**src/verilog/pcs_pkg.sv**
```systemverilog
// Package with the constants shared by the PCI clock speed select block.
package pcs_pkg;

    // Value of the fast clock enable bit after reset: cleared gives 33 MHz.
    localparam logic FAST_CLOCK_ENABLE_RST  = 1'b0;
    // Value of the frequency select output after reset: low gives 33 MHz.
    localparam logic FREQ_SELECT_RST        = 1'b0;
    // USB clock source after reset: 0 selects the PHY 60 MHz output.
    localparam logic USB_SRC_RST            = 1'b0;
    // Generator USB clock output enable after reset: disabled.
    localparam logic GEN_USB_EN_RST         = 1'b0;
    // Number of synchroniser stages on each board input.
    localparam int   SYNC_STAGES            = 2;
    // Cycles the generator I2C config is held in reset-to-factory after reset release.
    localparam logic [3:0] FACTORY_HOLD_CYCLES = 4'h4;

    // USB clock source selection.
    typedef enum logic {
        PCS_USB_FROM_PHY,
        PCS_USB_FROM_GEN
    } pcs_usb_src_t;

endpackage

```
**src/verilog/pcs_clock_speed_select.sv**
```systemverilog
// Top of the PCI clock speed select block.
// How it works
// - Select high needs jumper off, M66EN, enable.
// - Any other combination drives select low.
// - Fast clock enable bit resets cleared.
// - Generator I2C settings dropped at power-on reset.
// - USB clock from PHY at reset, generator output off.
// - Software reaches enable bit; jumper is manual.
module pcs_clock_speed_select
    import pcs_pkg::*;
(
    input  wire logic i_core_clk,
    input  wire logic i_rst_n,
    input  wire logic i_m66en,
    input  wire logic i_jumper_fitted,
    input  wire logic i_fast_clock_enable_wr,
    input  wire logic i_fast_clock_enable_wdata,
    input  wire logic i_usb_src_wr,
    input  wire pcs_pkg::pcs_usb_src_t i_usb_src_wdata,
    input  wire logic i_gen_programmed_60mhz,
    output logic      o_clock_speed_select_out,
    output logic      o_fast_clock_enable,
    output logic      o_m66en_status,
    output logic      o_generator_usb_clock_output_en,
    output logic      o_usb_clock_input_from_gen,
    output logic      o_generator_factory_restore
);
    logic                 m66en_s;
    logic                 jumper_s;
    logic                 fast_en_q;
    logic                 sel_q;
    logic                 m66_q;
    pcs_usb_src_t         usb_src_q;
    logic                 gen_usb_en_q;
    logic [3:0]           hold_cnt_q;
    logic                 restore_q;
    logic [1:0]           pin_raw;
    logic [1:0]           pin_sync;
    wire                  sel_d;

    // True when the jumper is off, every card is fast and software allows the fast setting.
    function automatic logic fast_allowed(input logic jumper, input logic m66en, input logic enable);
        return !jumper && m66en && enable;
    endfunction

    // Board inputs gathered for the synchronisers: bit 0 is M66EN, bit 1 the speed jumper.
    assign pin_raw = {i_jumper_fitted, i_m66en};

    // Each board input passes its own two-flop synchroniser, so a change never races the combine.
    for (genvar g = 0; g < 2; g++) begin : g_sync
        pcs_sync u_sync (
            .i_core_clk (i_core_clk),
            .i_rst_n    (i_rst_n),
            .i_level    (pin_raw[g]),
            .i_rst_val  (1'b0),
            .o_level    (pin_sync[g])
        );
    end

    // Synchronised copies of the two board inputs.
    assign m66en_s  = pin_sync[0];
    assign jumper_s = pin_sync[1];

    // Select is high only when all three conditions agree.
    assign sel_d = fast_allowed(jumper_s, m66en_s, fast_en_q);

    // Software enable bit, cleared on reset.
    always_ff @(posedge i_core_clk or negedge i_rst_n) begin
        if (!i_rst_n) begin
            fast_en_q <= FAST_CLOCK_ENABLE_RST;
        end else if (i_fast_clock_enable_wr) begin
            fast_en_q <= i_fast_clock_enable_wdata;
        end
    end

    // Registered select output, so it never glitches.
    always_ff @(posedge i_core_clk or negedge i_rst_n) begin
        if (!i_rst_n) begin
            sel_q <= FREQ_SELECT_RST;
            m66_q <= 1'b0;
        end else begin
            sel_q <= sel_d;
            m66_q <= m66en_s;
        end
    end

    // USB clock source: PHY by default; generator only once it is programmed.
    always_ff @(posedge i_core_clk or negedge i_rst_n) begin
        if (!i_rst_n) begin
            usb_src_q    <= PCS_USB_FROM_PHY;
            gen_usb_en_q <= GEN_USB_EN_RST;
        end else if (i_usb_src_wr) begin
            if (i_usb_src_wdata == PCS_USB_FROM_GEN && i_gen_programmed_60mhz) begin
                usb_src_q    <= PCS_USB_FROM_GEN;
                gen_usb_en_q <= 1'b1;
            end else begin
                usb_src_q    <= PCS_USB_FROM_PHY;
                gen_usb_en_q <= 1'b0;
            end
        end
    end

    // After reset, the generator is told to restore factory settings.
    always_ff @(posedge i_core_clk or negedge i_rst_n) begin
        if (!i_rst_n) begin
            hold_cnt_q <= FACTORY_HOLD_CYCLES;
            restore_q  <= 1'b1;
        end else if (hold_cnt_q != 4'h0) begin
            hold_cnt_q <= hold_cnt_q - 4'h1;
            restore_q  <= 1'b1;
        end else begin
            restore_q  <= 1'b0;
        end
    end

    assign o_clock_speed_select_out        = sel_q;
    assign o_fast_clock_enable             = fast_en_q;
    assign o_m66en_status                  = m66_q;
    assign o_generator_usb_clock_output_en = gen_usb_en_q;
    assign o_usb_clock_input_from_gen      = logic'(usb_src_q);
    assign o_generator_factory_restore     = restore_q;

    // Select high needs all three conditions, a cycle later.
    property p_sel_high;
        @(posedge i_core_clk) disable iff (!i_rst_n)
        o_clock_speed_select_out |-> (!$past(jumper_s) && $past(m66en_s) && $past(fast_en_q));
    endproperty
    a_sel_high: assert property (p_sel_high) else $error("select high without all conditions");

    // Any missing condition drives the select low on the next edge.
    property p_sel_low;
        @(posedge i_core_clk) disable iff (!i_rst_n)
        !fast_allowed(jumper_s, m66en_s, fast_en_q) |=> !o_clock_speed_select_out;
    endproperty
    a_sel_low: assert property (p_sel_low) else $error("select not low");

    // A cleared enable bit alone keeps the slow setting.
    property p_sel_low_fast;
        @(posedge i_core_clk) disable iff (!i_rst_n)
        !fast_en_q |=> !o_clock_speed_select_out;
    endproperty
    a_sel_low_fast: assert property (p_sel_low_fast) else $error("select high with enable clear");

    // A falling M66EN line reaches the select through the synchroniser in three edges.
    property p_m66_path;
        @(posedge i_core_clk) disable iff (!i_rst_n)
        $fell(i_m66en) |-> ##3 !o_clock_speed_select_out;
    endproperty
    a_m66_path: assert property (p_m66_path) else $error("M66EN low not seen in three cycles");

    // A fitted jumper reaches the select through the synchroniser in three edges.
    property p_jumper_path;
        @(posedge i_core_clk) disable iff (!i_rst_n)
        $rose(i_jumper_fitted) |-> ##3 !o_clock_speed_select_out;
    endproperty
    a_jumper_path: assert property (p_jumper_path) else $error("jumper not seen in three cycles");

    // The generator USB output is only on while it is the chosen source.
    property p_usb_default;
        @(posedge i_core_clk) disable iff (!i_rst_n)
        !o_usb_clock_input_from_gen |-> !o_generator_usb_clock_output_en;
    endproperty
    a_usb_default: assert property (p_usb_default) else $error("generator USB clock on while unused");

    // An unprogrammed generator is never taken as the USB source.
    property p_usb_gen;
        @(posedge i_core_clk) disable iff (!i_rst_n)
        (i_usb_src_wr && !i_gen_programmed_60mhz) |=> !o_usb_clock_input_from_gen;
    endproperty
    a_usb_gen: assert property (p_usb_gen) else $error("generator chosen before programming");

    // A programmed generator is taken and its USB output switched on.
    property p_usb_gen_on;
        @(posedge i_core_clk) disable iff (!i_rst_n)
        (i_usb_src_wr && i_usb_src_wdata == PCS_USB_FROM_GEN && i_gen_programmed_60mhz)
            |=> (o_usb_clock_input_from_gen && o_generator_usb_clock_output_en);
    endproperty
    a_usb_gen_on: assert property (p_usb_gen_on) else $error("programmed generator not taken");

    // Choosing the PHY turns the generator USB output off.
    property p_usb_phy;
        @(posedge i_core_clk) disable iff (!i_rst_n)
        (i_usb_src_wr && i_usb_src_wdata == PCS_USB_FROM_PHY)
            |=> (!o_usb_clock_input_from_gen && !o_generator_usb_clock_output_en);
    endproperty
    a_usb_phy: assert property (p_usb_phy) else $error("PHY source not taken");

    // Leaving reset, the USB clock comes from the PHY with the generator output off.
    property p_usb_rst;
        @(posedge i_core_clk) disable iff (!i_rst_n)
        $rose(i_rst_n) |-> (!o_usb_clock_input_from_gen && !o_generator_usb_clock_output_en);
    endproperty
    a_usb_rst: assert property (p_usb_rst) else $error("USB source not at default after reset");

    // A write strobe lands in the enable bit on the next edge.
    property p_wr;
        @(posedge i_core_clk) disable iff (!i_rst_n)
        i_fast_clock_enable_wr |=> (o_fast_clock_enable == $past(i_fast_clock_enable_wdata));
    endproperty
    a_wr: assert property (p_wr) else $error("enable write lost");

    // Leaving reset, the enable bit is cleared.
    property p_enable_rst;
        @(posedge i_core_clk) disable iff (!i_rst_n)
        $rose(i_rst_n) |-> !o_fast_clock_enable;
    endproperty
    a_enable_rst: assert property (p_enable_rst) else $error("enable bit set after reset");

    // Leaving reset, the generator is told to drop its settings.
    property p_restore;
        @(posedge i_core_clk) disable iff (!i_rst_n)
        $rose(i_rst_n) |-> o_generator_factory_restore;
    endproperty
    a_restore: assert property (p_restore) else $error("no factory restore after reset");

    // The restore request ends once the hold count has run out.
    property p_restore_end;
        @(posedge i_core_clk) disable iff (!i_rst_n)
        $rose(i_rst_n) |-> ##4 o_generator_factory_restore ##1 !o_generator_factory_restore;
    endproperty
    a_restore_end: assert property (p_restore_end) else $error("factory restore length wrong");

    // Main scenarios: fast and slow selection, USB source change, refusal and restore end.
    c_fast: cover property (@(posedge i_core_clk) disable iff (!i_rst_n) $rose(o_clock_speed_select_out));
    c_slow: cover property (@(posedge i_core_clk) disable iff (!i_rst_n) $fell(o_clock_speed_select_out));
    c_usb:  cover property (@(posedge i_core_clk) disable iff (!i_rst_n) $rose(o_usb_clock_input_from_gen));
    c_refused: cover property (@(posedge i_core_clk) disable iff (!i_rst_n)
        i_usb_src_wr && i_usb_src_wdata == PCS_USB_FROM_GEN && !i_gen_programmed_60mhz);
    c_restore: cover property (@(posedge i_core_clk) disable iff (!i_rst_n) $fell(o_generator_factory_restore));
endmodule

```
**src/verilog/pcs_sync.sv**
```systemverilog
// Two-stage synchroniser for one level input.
module pcs_sync (
    input  wire logic i_core_clk,
    input  wire logic i_rst_n,
    input  wire logic i_level,
    input  wire logic i_rst_val,
    output logic      o_level
);
    logic meta_q;
    logic sync_q;

    // The first stage is read only by the second stage.
    always_ff @(posedge i_core_clk or negedge i_rst_n) begin
        if (!i_rst_n) begin
            meta_q <= 1'b0;
            sync_q <= 1'b0;
        end else begin
            meta_q <= i_level;
            sync_q <= meta_q;
        end
    end

    assign o_level = sync_q;

    // Unused reset value input kept for a uniform port list.
    logic unused_rst_val;
    assign unused_rst_val = i_rst_val;
endmodule
```
**config.mk**
```make
export PLATFORM = sky130hd
export DESIGN_NAME = pcs_clock_speed_select
export DESIGN_NICKNAME = d
export VERILOG_FILES = /design/src/verilog/pcs_pkg.sv /design/src/verilog/pcs_clock_speed_select.sv /design/src/verilog/pcs_sync.sv
export SDC_FILE = /design/constraint.sdc
export NUM_CORES = 1
export LEC_CHECK = 0
export BUFFER_PORTS_ARGS = -buffer_cell sky130_fd_sc_hd__buf_2
export CORE_AREA = 5 5 42 44
export DETAILED_ROUTE_END_ITERATION = 8
export DIE_AREA = 0 0 47 49
export PLACE_DENSITY = 0.58
export SYNTH_ARGS = -nofsm -noshare
export SYNTH_HDL_FRONTEND = slang
export SYNTH_SLANG_ARGS = --single-unit
```
**constraint.sdc**
```tcl
create_clock -name i_core_clk -period 1.7 [get_ports i_core_clk]
set_input_delay 0.34 -clock i_core_clk [delete_from_list [all_inputs] [get_ports i_core_clk]]
set_output_delay 0.34 -clock i_core_clk [all_outputs]
set_load 0.05 [all_outputs]
```
* Word level (Yosys, flattened, before mapping)
Cells that the tools add are included.
** Word-level totals
- Word-level logic and storage cells :: 18
- Flip-flop bits (word level) :: 13
** Cells by class
- Add/subtract/negate cells :: 1
- Reductions and logical operators :: 5
- Mux-type cells :: 2
** Operators by type and width (number)
- nonzero test 4 bit :: 1
- subtractor 4 x 1 -> 4 bit, second input constant :: 1
- logical AND 1 bit :: 3
- two-way mux 1 bit :: 2
- logical NOT 1 bit :: 1

* Logic depth before layout (Yosys ltp)
Gate-level depths: netlist of the first run.
- Depth after elaboration :: 3
- Depth in mapped cells :: 4
- Gate-level depth less buffers :: 4

* By module
Synthesis of the first run repeated with hierarchy kept, for this count alone.
** Second synthesis, totals
- Cells, all modules :: 36
- Area total of the unflattened synthesis :: 499.2 um^2
** Modules (own cells, without submodules)
- pcs_clock_speed_select :: instances 1, cells an instance 32, sequential area each 227.7 um^2, area an instance 399.1 um^2
- pcs_sync :: instances 2, cells an instance 2, sequential area each 50.0 um^2, area an instance 50.0 um^2

* Least setup slack after synthesis of the first run
No wires, ideal clock.
- Kind :: register -> output
- Start :: register usb_src_q (netlist: o_usb_clock_input_from_gen)
- End :: output o_usb_clock_input_from_gen
- Data required time :: 1360 ps
- Slack :: 456 ps
- Data arrival time :: 904 ps
- Cell stages (with the launch flop) :: 2
- Path buffers :: 1
- Cell sequence :: dfrtp_1 -> buf_4
** RTL lines
- from (decl) :: line pcs_clock_speed_select.sv:33 : pcs_usb_src_t usb_src_q;
- from (signal assigned) :: line pcs_clock_speed_select.sv:90 : usb_src_q <= PCS_USB_FROM_PHY;
- from (signal assigned) :: line pcs_clock_speed_select.sv:94 : usb_src_q <= PCS_USB_FROM_GEN;
- from (signal assigned) :: line pcs_clock_speed_select.sv:97 : usb_src_q <= PCS_USB_FROM_PHY;
- to (decl) :: line pcs_clock_speed_select.sv:25 : output logic o_usb_clock_input_from_gen,
No word-level cell between the ends.

* Worst setup path in the final report of the first run
- Start :: register restore_q (netlist: o_generator_factory_restore)
- End :: output o_generator_factory_restore
** RTL lines
- from (decl) :: line pcs_clock_speed_select.sv:36 : logic restore_q;
- from (signal assigned) :: line pcs_clock_speed_select.sv:107 : restore_q <= 1'b1;
- from (signal assigned) :: line pcs_clock_speed_select.sv:110 : restore_q <= 1'b1;
- from (signal assigned) :: line pcs_clock_speed_select.sv:112 : restore_q <= 1'b0;
- to (decl) :: line pcs_clock_speed_select.sv:26 : output logic o_generator_factory_restore
No word-level cell between the ends.

==> reports/qor.yml, run 1 <==
cts:
  cts-root-buf: "clkbuf_4"
  post_cts_buffers: 0
  tritoncts: "done"
  clockBufferDepth: 2
  clk_latency_ns: 0.26
  ctsResizeCount: 0
  numCtsBuffers: 3
  clock_sinks: 13
  cts.clk_slew.worst_paths_ns: 0.08
  cts_max_level: 1
timing:
  fin_crit_ns: 1.37
  setup_violations: 0
  max_freq_mhz: 730
  clock_skew_ns: 0.000624
  rsz0062_at_grt: "false"
  slew_violations: 0
  slew_headroom_pct: 81.5
  hold_violations: 0
  setup_tns_ns: 0
  worst_slew_pin_slew_ns: 0.277
  fin_crit_sh_pct: 80.6
worst_setup_path:
  slowest_stage: "dfstp_2"
  worstPathCellList: "buf_2"
  required_ns: 1.36
  reg2reg_slack_ns: 0.45
  end_kind: "primary output"
  critPathMaxFanout: 1
  path_delay_family: "flip-flops"
  worstSetupPathType: "flop to primary output"
  reg2regPathDepth: 4
  r2r-start: "hold_cnt_q[0]"
  cp.arrival_ns: 1.03
  cp_slowest_stage_delay_ns: 0.52
  cp_num_buf_inv: 1
  r2r_end: "hold_cnt_q[1]"
  start_kind: "flop"
place:
  gp_congestion: 0.715
  dpl_cell_area_sq_um: 584
  port-buffer-count: 14
  dp_hpwl_um: 555
hold_path:
  hold_end: "g_sync[0].u_sync.meta_q"
  min_path_cells: 1
  holdCritStartpoint: "i_m66en"
  hold_class: "input pin to flop"
power_and_ir_drop:
  peakVddDrop_uv: 464
  p_leak_nw: 0.328
  power_per_cell_area_mw_per_mm2: 915
floorplan:
  die_x_um: 47
  rows: 14
  start_util_pct: 35.8
  fp.dieH_um: 49
  io_pins: 15
  die-area_sq_mm: 0.00230
  core_area_sq_mm: 0.00140
routing:
  drt-met1-wl_um: 298
  first_pass_iters: 1
  wl_um: 696
  vias: 289
  drc: 0
  highest_layer: "met3"
  wl_met3_um: 92
  drt_iter0_markers: 0
  wl_per_cell_um: 10.1
  vias_per_cell: 4.19
  final_antenna_net_count: 0
  met2_length_um: 305
yosys:
  yosys-top-cells-area: "dfrtp_1 55%, dfstp_2 10%, ha_1 5.0%"
  synth_top_cell_area_share_pct: 54.9
  synth_compound_area_share_pct: 2.74
  synth.largest_area_cell: "dfrtp_1"
  syn_avg_cell_area_sq_um: 14.3
  seq_area_frac_synth_pct: 65.3
  yosys.area_share.adder_pct: 4.99
  synth-xor-area-share_pct: 1.75
  synth-simple-area-share_pct: 13.5
  syn_nets: 46
  synth_top_family_by_area: "simple AND/OR/NAND/NOR gates"
  synth_area_sq_um: 502
  yosys.cell_types.count: 19
  synth_mux_area_share_pct: 7.23
  syn_inst: 35
  synth_seq_cells: 13
  ys.warnings.count: 0
cells_and_area:
  nNetsFinal: 65
  antenna_cells: 0
  fin_area_sq_um: 621
  drive_above_1_share_pct: 47.2
  syn2layout_area_growth_pct: 23.7
outcome:
  status: "finished clean"
flow_run:
  drv_cap: 0
global_routing:
  grt_max_degree: 14
  antenna_found_initial: 0
  grt_pass1_wl_um: 1090
  grt-ovfl-total: 0
  first_global_vias: 266
  grt_usage_pct: 6.36
-- synth_stat cells --
cell and n:
and2b_2 1, buf_4 1, dfrtp_1 11, dfstp_2 2
ha_1 2, inv_1 4, mux2_2 1, mux2_4 1
mux2i_1 1, nand2_1 1, nand2b_1 1, nand3_1 1
nor2_1 2, nor3_2 1, nor3b_4 1, o21ai_0 1
o21ai_2 1, or2b_1 1, xnor2_1 1
-- area by class of cell --
type / count / area (sq um)
inverter: 4 / 15.0
timing repair buffer: 15 / 80.1
clock buffer: 4 / 26.3
tap: 16 / 20.0
sequential: 13 / 328
multi-input combinational: 17 / 151
fill: 133 / 781
-- cells in the final DEF, fill, tap and decap left out, drive strengths merged, types with 2 or more instances in the layout --
cell type / n
buf: 14
mux2: 2
nor2: 2
clkbuf: 4
o21ai: 2
dfrtp: 11
ha: 2
inv: 4
dfstp: 2
-- cell families (layout without fill, tap and decap cells) --
kind of cell	after synthesis	in the layout
and+or+nand+nor	9	9
buffers and inverters	5	23
xor gates and xnor gates	1	1
AOI/OAI and AO/OA	2	2
adders and majority gates	2	2
DFF	13	13
muxes	3	3
-- worst max path at each step --
stage	start	to	slack, ns	depth (start not counted)
2_1_floorplan	o_usb_clock_input_from_gen	o_usb_clock_input_from_gen	0.46	1
3_3_place_gp	hold_cnt_q[0]	hold_cnt_q[1]	0.52	4
3_5_place_dp	hold_cnt_q[0]	hold_cnt_q[1]	0.46	4
4_1_cts	o_generator_factory_restore	o_generator_factory_restore	0.32	1
5_1_grt	o_generator_factory_restore	o_generator_factory_restore	0.30	1
6_report	o_generator_factory_restore	o_generator_factory_restore	0.33	1
-- metal layers --
layer / vias to the layer above / GRT usage [%]
met1: 131 / 8.97
met3: 0 / 2.21
li1: 146 / -
met5: - / 0
met4: 0 / 1.38
met2: 12 / 9.28
-- sequential cells by signal (all words and copies together), names as in the netlist --
signal / cells
o_generator_factory_restore: 1
o_m66en_status: 1
o_usb_clock_input_from_gen: 1
o_fast_clock_enable: 1
g_sync.u_sync.o_level: 2
o_clock_speed_select_out: 1
hold_cnt_q: 4
g_sync.u_sync.meta_q: 2
-- where the power goes --
| group | total (W) | leakage (nW) | switching (W) | internal [W] |
|---|---|---|---|---|
| logic | 0.0000613 | 0.154 | 0.0000440 | 0.0000173 |
| registers | 0.000325 | 0.159 | 0.00000456 | 0.000321 |
| clock network | 0.000181 | 0.0150 | 0.0000908 | 0.0000905 |
| total | 0.000568 | 0.328 | 0.000139 | 0.000428 |
-- repair_timing --
item	4_1_cts	5_1_grt
setup endpoints to repair	0	0
hold endpoints to repair	11	0
hold buffers	1	0
-- per-stage QoR --
stage	hold WS, ns	std cells	power [W]	utilization (%)	worst slack, ns
finish	0.181	69	0.000568	44.3	0.330
global route	0.159	69	0.000601	44.3	0.298
CTS	0.172	69	0.000577	44.3	0.320
detailed placement	0.243	64	0.000392	41.7	0.460
global placement	0.236	64	0.000391	41.7	0.519
floorplan	0.0444	35	0.000370	-	0.456
Power figures use the tool's default switching activity.
==> run 2, diff against run 1 <==
Clock period 1.7 ns to 1.35 ns, I/O delays scaled along.
==> reports/qor.yml, run 2 (synthesis results as in run 1) <==
worst_setup_path:
  critPathMaxFanout: 1
  required_ns: 1.08
  reg2regPathDepth: 4
  worstSetupPathType: "flop to primary output"
  cp_slowest_stage_delay_ns: 0.52
  path_delay_family: "flip-flops"
  reg2reg_slack_ns: 0.11
  r2r_end: "hold_cnt_q[1]"
  start_kind: "flop"
  worstPathCellList: "buf_2"
  cp_num_buf_inv: 1
  r2r-start: "hold_cnt_q[0]"
  cp.arrival_ns: 1.04
  slowest_stage: "dfstp_2"
  end_kind: "primary output"
hold_path:
  holdCritStartpoint: "i_m66en"
  hold_end: "g_sync[0].u_sync.meta_q"
  hold_class: "input pin to flop"
  min_path_cells: 1
routing:
  first_pass_iters: 2
  drc: 0
  final_antenna_net_count: 0
  wl_per_cell_um: 10.0
  vias: 300
  wl_um: 691
  drt_iter0_markers: 2
  vias_per_cell: 4.35
timing:
  clock_skew_ns: 0.000484
  slew_headroom_pct: 81.4
  fin_crit_sh_pct: 96.8
  hold_ws_ns: 0.102
  setup_violations: 0
  setup_tns_ns: 0
  max_freq_mhz: 765
  slew_violations: 0
  worst_slew_pin_slew_ns: 0.279
  hold_violations: 0
  fin_crit_ns: 1.31
  rsz0062_at_grt: "false"
power_and_ir_drop:
  finalPower_w: 0.000724
  power_per_cell_area_mw_per_mm2: 1170
  peakVddDrop_uv: 470
  p_leak_nw: 0.328
global_routing:
  grt_pass1_wl_um: 1130
  grt_max_degree: 14
  grt-ovfl-total: 0
  first_global_vias: 266
  antenna_found_initial: 0
  grt_usage_pct: 6.86
cells_and_area:
  multiInputGateArea_sq_um: 151
  drive_above_1_share_pct: 47.2
  fill_cells: 134
  nNetsFinal: 65
  final_cell_mix: "14 x buf_2, 11 x dfrtp_1, 4 x inv_1, 3 x clkbuf_4"
  syn2layout_area_growth_pct: 23.7
  antenna_cells: 0
  largest_reg_flops: 4
  top_register: "hold_cnt_q"
  seq_area_sq_um: 328
  layout_commonest_cell: "buf_2"
floorplan:
  die_x_um: 47
  fp.dieH_um: 49
  io_pins: 15
  die-area_sq_mm: 0.00230
  rows: 14
  start_util_pct: 35.8
  core_area_sq_mm: 0.00140
flow_run:
  drv_cap: 0
cts:
  cts.clk_slew.worst_paths_ns: 0.08
  clockBufferDepth: 2
  clk_latency_ns: 0.27
  cts-root-buf: "clkbuf_4"
  numCtsBuffers: 3
  clock_sinks: 13
  tritoncts: "done"
  cts_max_level: 1
place:
  port-buffer-count: 14
  gp_congestion: 0.712
  dp_hpwl_um: 523
outcome:
  status: "finished clean"
run 2: cell counts in the layout (fill, tap and decap cells not counted):
No cell type changed its count.
run 2: how the worst max path moves through the flow:
stage,from,to,slack (ns),depth (start not counted)
floorplan,o_usb_clock_input_from_gen,o_usb_clock_input_from_gen,0.18,1
global placement,hold_cnt_q[1],hold_cnt_q[1],0.16,4
detailed placement,hold_cnt_q[0],hold_cnt_q[1],0.12,4
CTS,o_generator_factory_restore,o_generator_factory_restore,0.04,1
global route,hold_cnt_q[1],hold_cnt_q[1],0.0004,4
finish,o_generator_factory_restore,o_generator_factory_restore,0.04,1
run 2: area by class of cell:
| type | count | share of cell area [%] |
|---|---|---|
| sequential | 13 | 52.8 |
| timing repair buffer | 15 | 12.9 |
| multi-input combinational | 17 | 24.4 |
| tap | 16 | 3.23 |
| clock buffer | 4 | 4.23 |
| inverter | 4 | 2.42 |
run 2: stage by stage:
step           util (%)  cell area, sq um  setup WS, ns  cells
2_1_floorplan         -               502         0.176     35
3_3_place_gp       41.7               584         0.162     64
3_5_place_dp       41.7               584         0.123     64
4_1_cts            44.3               621        0.0381     69
5_1_grt            44.3               621      0.000421     69
6_report           44.3               621        0.0426     69
run 2: metal layers:
metal	routed length [um]	share of wire (%)	GRT usage, %
met1	300	43	9.43
met2	299	43	9.05
met3	92	13	2.21
met4	0	0	4.15
met5	0	0	0
run 2: timing repair:
item / 4_1_cts / 5_1_grt
hold buffers: 1 / 0
resized for setup: 0 / 0
setup buffers: 0 / 0
endpoints found under the hold margin: 11 / 0
setup endpoints to repair: 0 / 0
run 2: where the power goes:
group / total [W] / switching [W] / internal [W]
Clock: 0.000237 / 0.000122 / 0.000114
Combinational: 0.0000775 / 0.0000557 / 0.0000218
Sequential: 0.000410 / 0.00000610 / 0.000404
==> run 3, diff against run 2 <==
Settings changed: SYNTH_HIERARCHICAL from default to 1.
==> reports/qor.yml, run 3 <==
floorplan:
  die_x_um: 47
  fp.dieH_um: 49
  die-area_sq_mm: 0.00230
  start_util_pct: 35.4
  core_area_sq_mm: 0.00140
  rows: 14
  io_pins: 15
flow_run:
  drv_cap: 0
cells_and_area:
  final_cell_mix: "14 x buf_2, 11 x dfrtp_1, 4 x inv_1, 3 x clkbuf_4"
  largest_reg_flops: 4
  stdcell_count: 70
  finish.utilization_pct: 44.4
  nNetsFinal: 66
  drive_above_1_share_pct: 44.4
  antenna_cells: 0
  layout_commonest_cell: "buf_2"
  top_register: "hold_cnt_q"
  syn2layout_area_growth_pct: 25.5
place:
  dp_cells: 64
  port-buffer-count: 14
  gp_congestion: 0.690
  dp_hpwl_um: 593
cts:
  cts-root-buf: "clkbuf_4"
  clockBufferDepth: 2
  ctsResizeCount: 0
  cts_max_level: 1
  clk_latency_ns: 0.27
  numCtsBuffers: 3
  cts.clk_slew.worst_paths_ns: 0.07
  clock_sinks: 13
  tritoncts: "done"
worst_setup_path:
  end_kind: "primary output"
  worstPathCellList: "buf_2"
  slowest_stage: "dfstp_2"
  cp.arrival_ns: 1.03
  cp_num_buf_inv: 1
  required_ns: 1.08
  critPathMaxFanout: 1
  start_kind: "flop"
  path_delay_family: "flip-flops"
  worstSetupPathType: "flop to primary output"
  cp_slowest_stage_delay_ns: 0.52
  reg2reg_slack_ns: 0.15
global_routing:
  grt-ovfl-total: 0
  antenna_found_initial: 0
  grt_max_degree: 14
  grt_pass1_wl_um: 1190
  grt_usage_pct: 7.72
  first_global_vias: 293
power_and_ir_drop:
  switching_share_pct: 24.8
  intPower_w: 0.000540
  comb_power_share_pct: 10.9
  p_leak_nw: 0.331
  peakVddDrop_uv: 782
  seqPwrFrac_pct: 57.0
  p_switching_w: 0.000178
  pwr-share-clk_pct: 32.1
  power_per_cell_area_mw_per_mm2: 1150
timing:
  fin_crit_ns: 1.30
  fin_crit_sh_pct: 96.5
  hold_violations: 0
  max_freq_mhz: 767
  worst_slew_pin_slew_ns: 0.277
  setup_tns_ns: 0
  slew_violations: 0
  slew_headroom_pct: 81.5
  rsz0062_at_grt: "false"
  clock_skew_ns: 0.000565
  setup_violations: 0
routing:
  final_antenna_net_count: 0
  vias_per_cell: 4.36
  drc: 0
  vias: 305
  drt_iter0_markers: 2
  first_pass_iters: 2
  wl_um: 757
  wl_per_cell_um: 10.8
yosys:
  ys.warnings.count: 6
  syn_nets: 46
  syn_inst: 35
  syn_avg_cell_area_sq_um: 14.2
  synth_area_sq_um: 495
outcome:
  status: "finished clean"
hold_path:
  hold_class: "input pin to flop"
[run 3: final timing paths]
| check | start | to | cells after the start |
|---|---|---|---|
| max in group asynchronous | i_rst_n | hold_cnt_q[2] | 2 |
| worst max-delay path | o_generator_factory_restore | o_generator_factory_restore | 1 |
| min in group asynchronous | i_rst_n | g_sync[1].u_sync/meta_q | 2 |
| worst min-delay path | i_m66en | g_sync[0].u_sync/meta_q | 1 |
| worst min register to register | g_sync[0].u_sync/meta_q | g_sync[0].u_sync/o_level | 0 |
| worst max register to register | hold_cnt_q[1] | hold_cnt_q[1] | 4 |
[run 3: layout make-up]
| class | instances | area, sq um |
|---|---|---|
| repair buffers | 16 | 87.6 |
| well taps | 16 | 20.0 |
| clock buffers | 4 | 26.3 |
| multi-input cells | 17 | 145 |
| flip-flops and latches | 13 | 328 |
| inverters | 4 | 15.0 |
| fillers | 145 | 779 |
[run 3: through the flow]
step                setup slack, ns  hold WS [ns]  cell area (sq um)  power, W
floorplan                     0.176       -0.0256                495  0.000466
global placement              0.172         0.166                578  0.000493
detailed placement            0.136         0.165                578  0.000495
CTS                          0.0320        0.0872                614  0.000737
global route                0.00302        0.0745                622  0.000766
finish                       0.0468         0.101                622  0.000718
[run 3: power groups by stage]
stage          sequential, W  clock [W]  combinational (W)
2_1_floorplan       0.000447          0          0.0000188
3_3_place_gp        0.000417          0          0.0000764
3_5_place_dp        0.000417          0          0.0000778
4_1_cts             0.000410   0.000247          0.0000801
5_1_grt             0.000411   0.000272          0.0000836
6_report            0.000409   0.000230          0.0000785
[run 3: per-layer routing]
metal / wire length [um] / global-route usage, %
met5: 0 / 0
met4: 0 / 1.38
met3: 114 / 6.64
met2: 329 / 10.4
met1: 313 / 9.45
[run 3: timing repair]
action | CTS | global route
buffers inserted | 0 | 1
hold endpoints to repair | 11 | 0
hold buffers | 1 | 0
endpoints found under the setup margin | 0 | 1
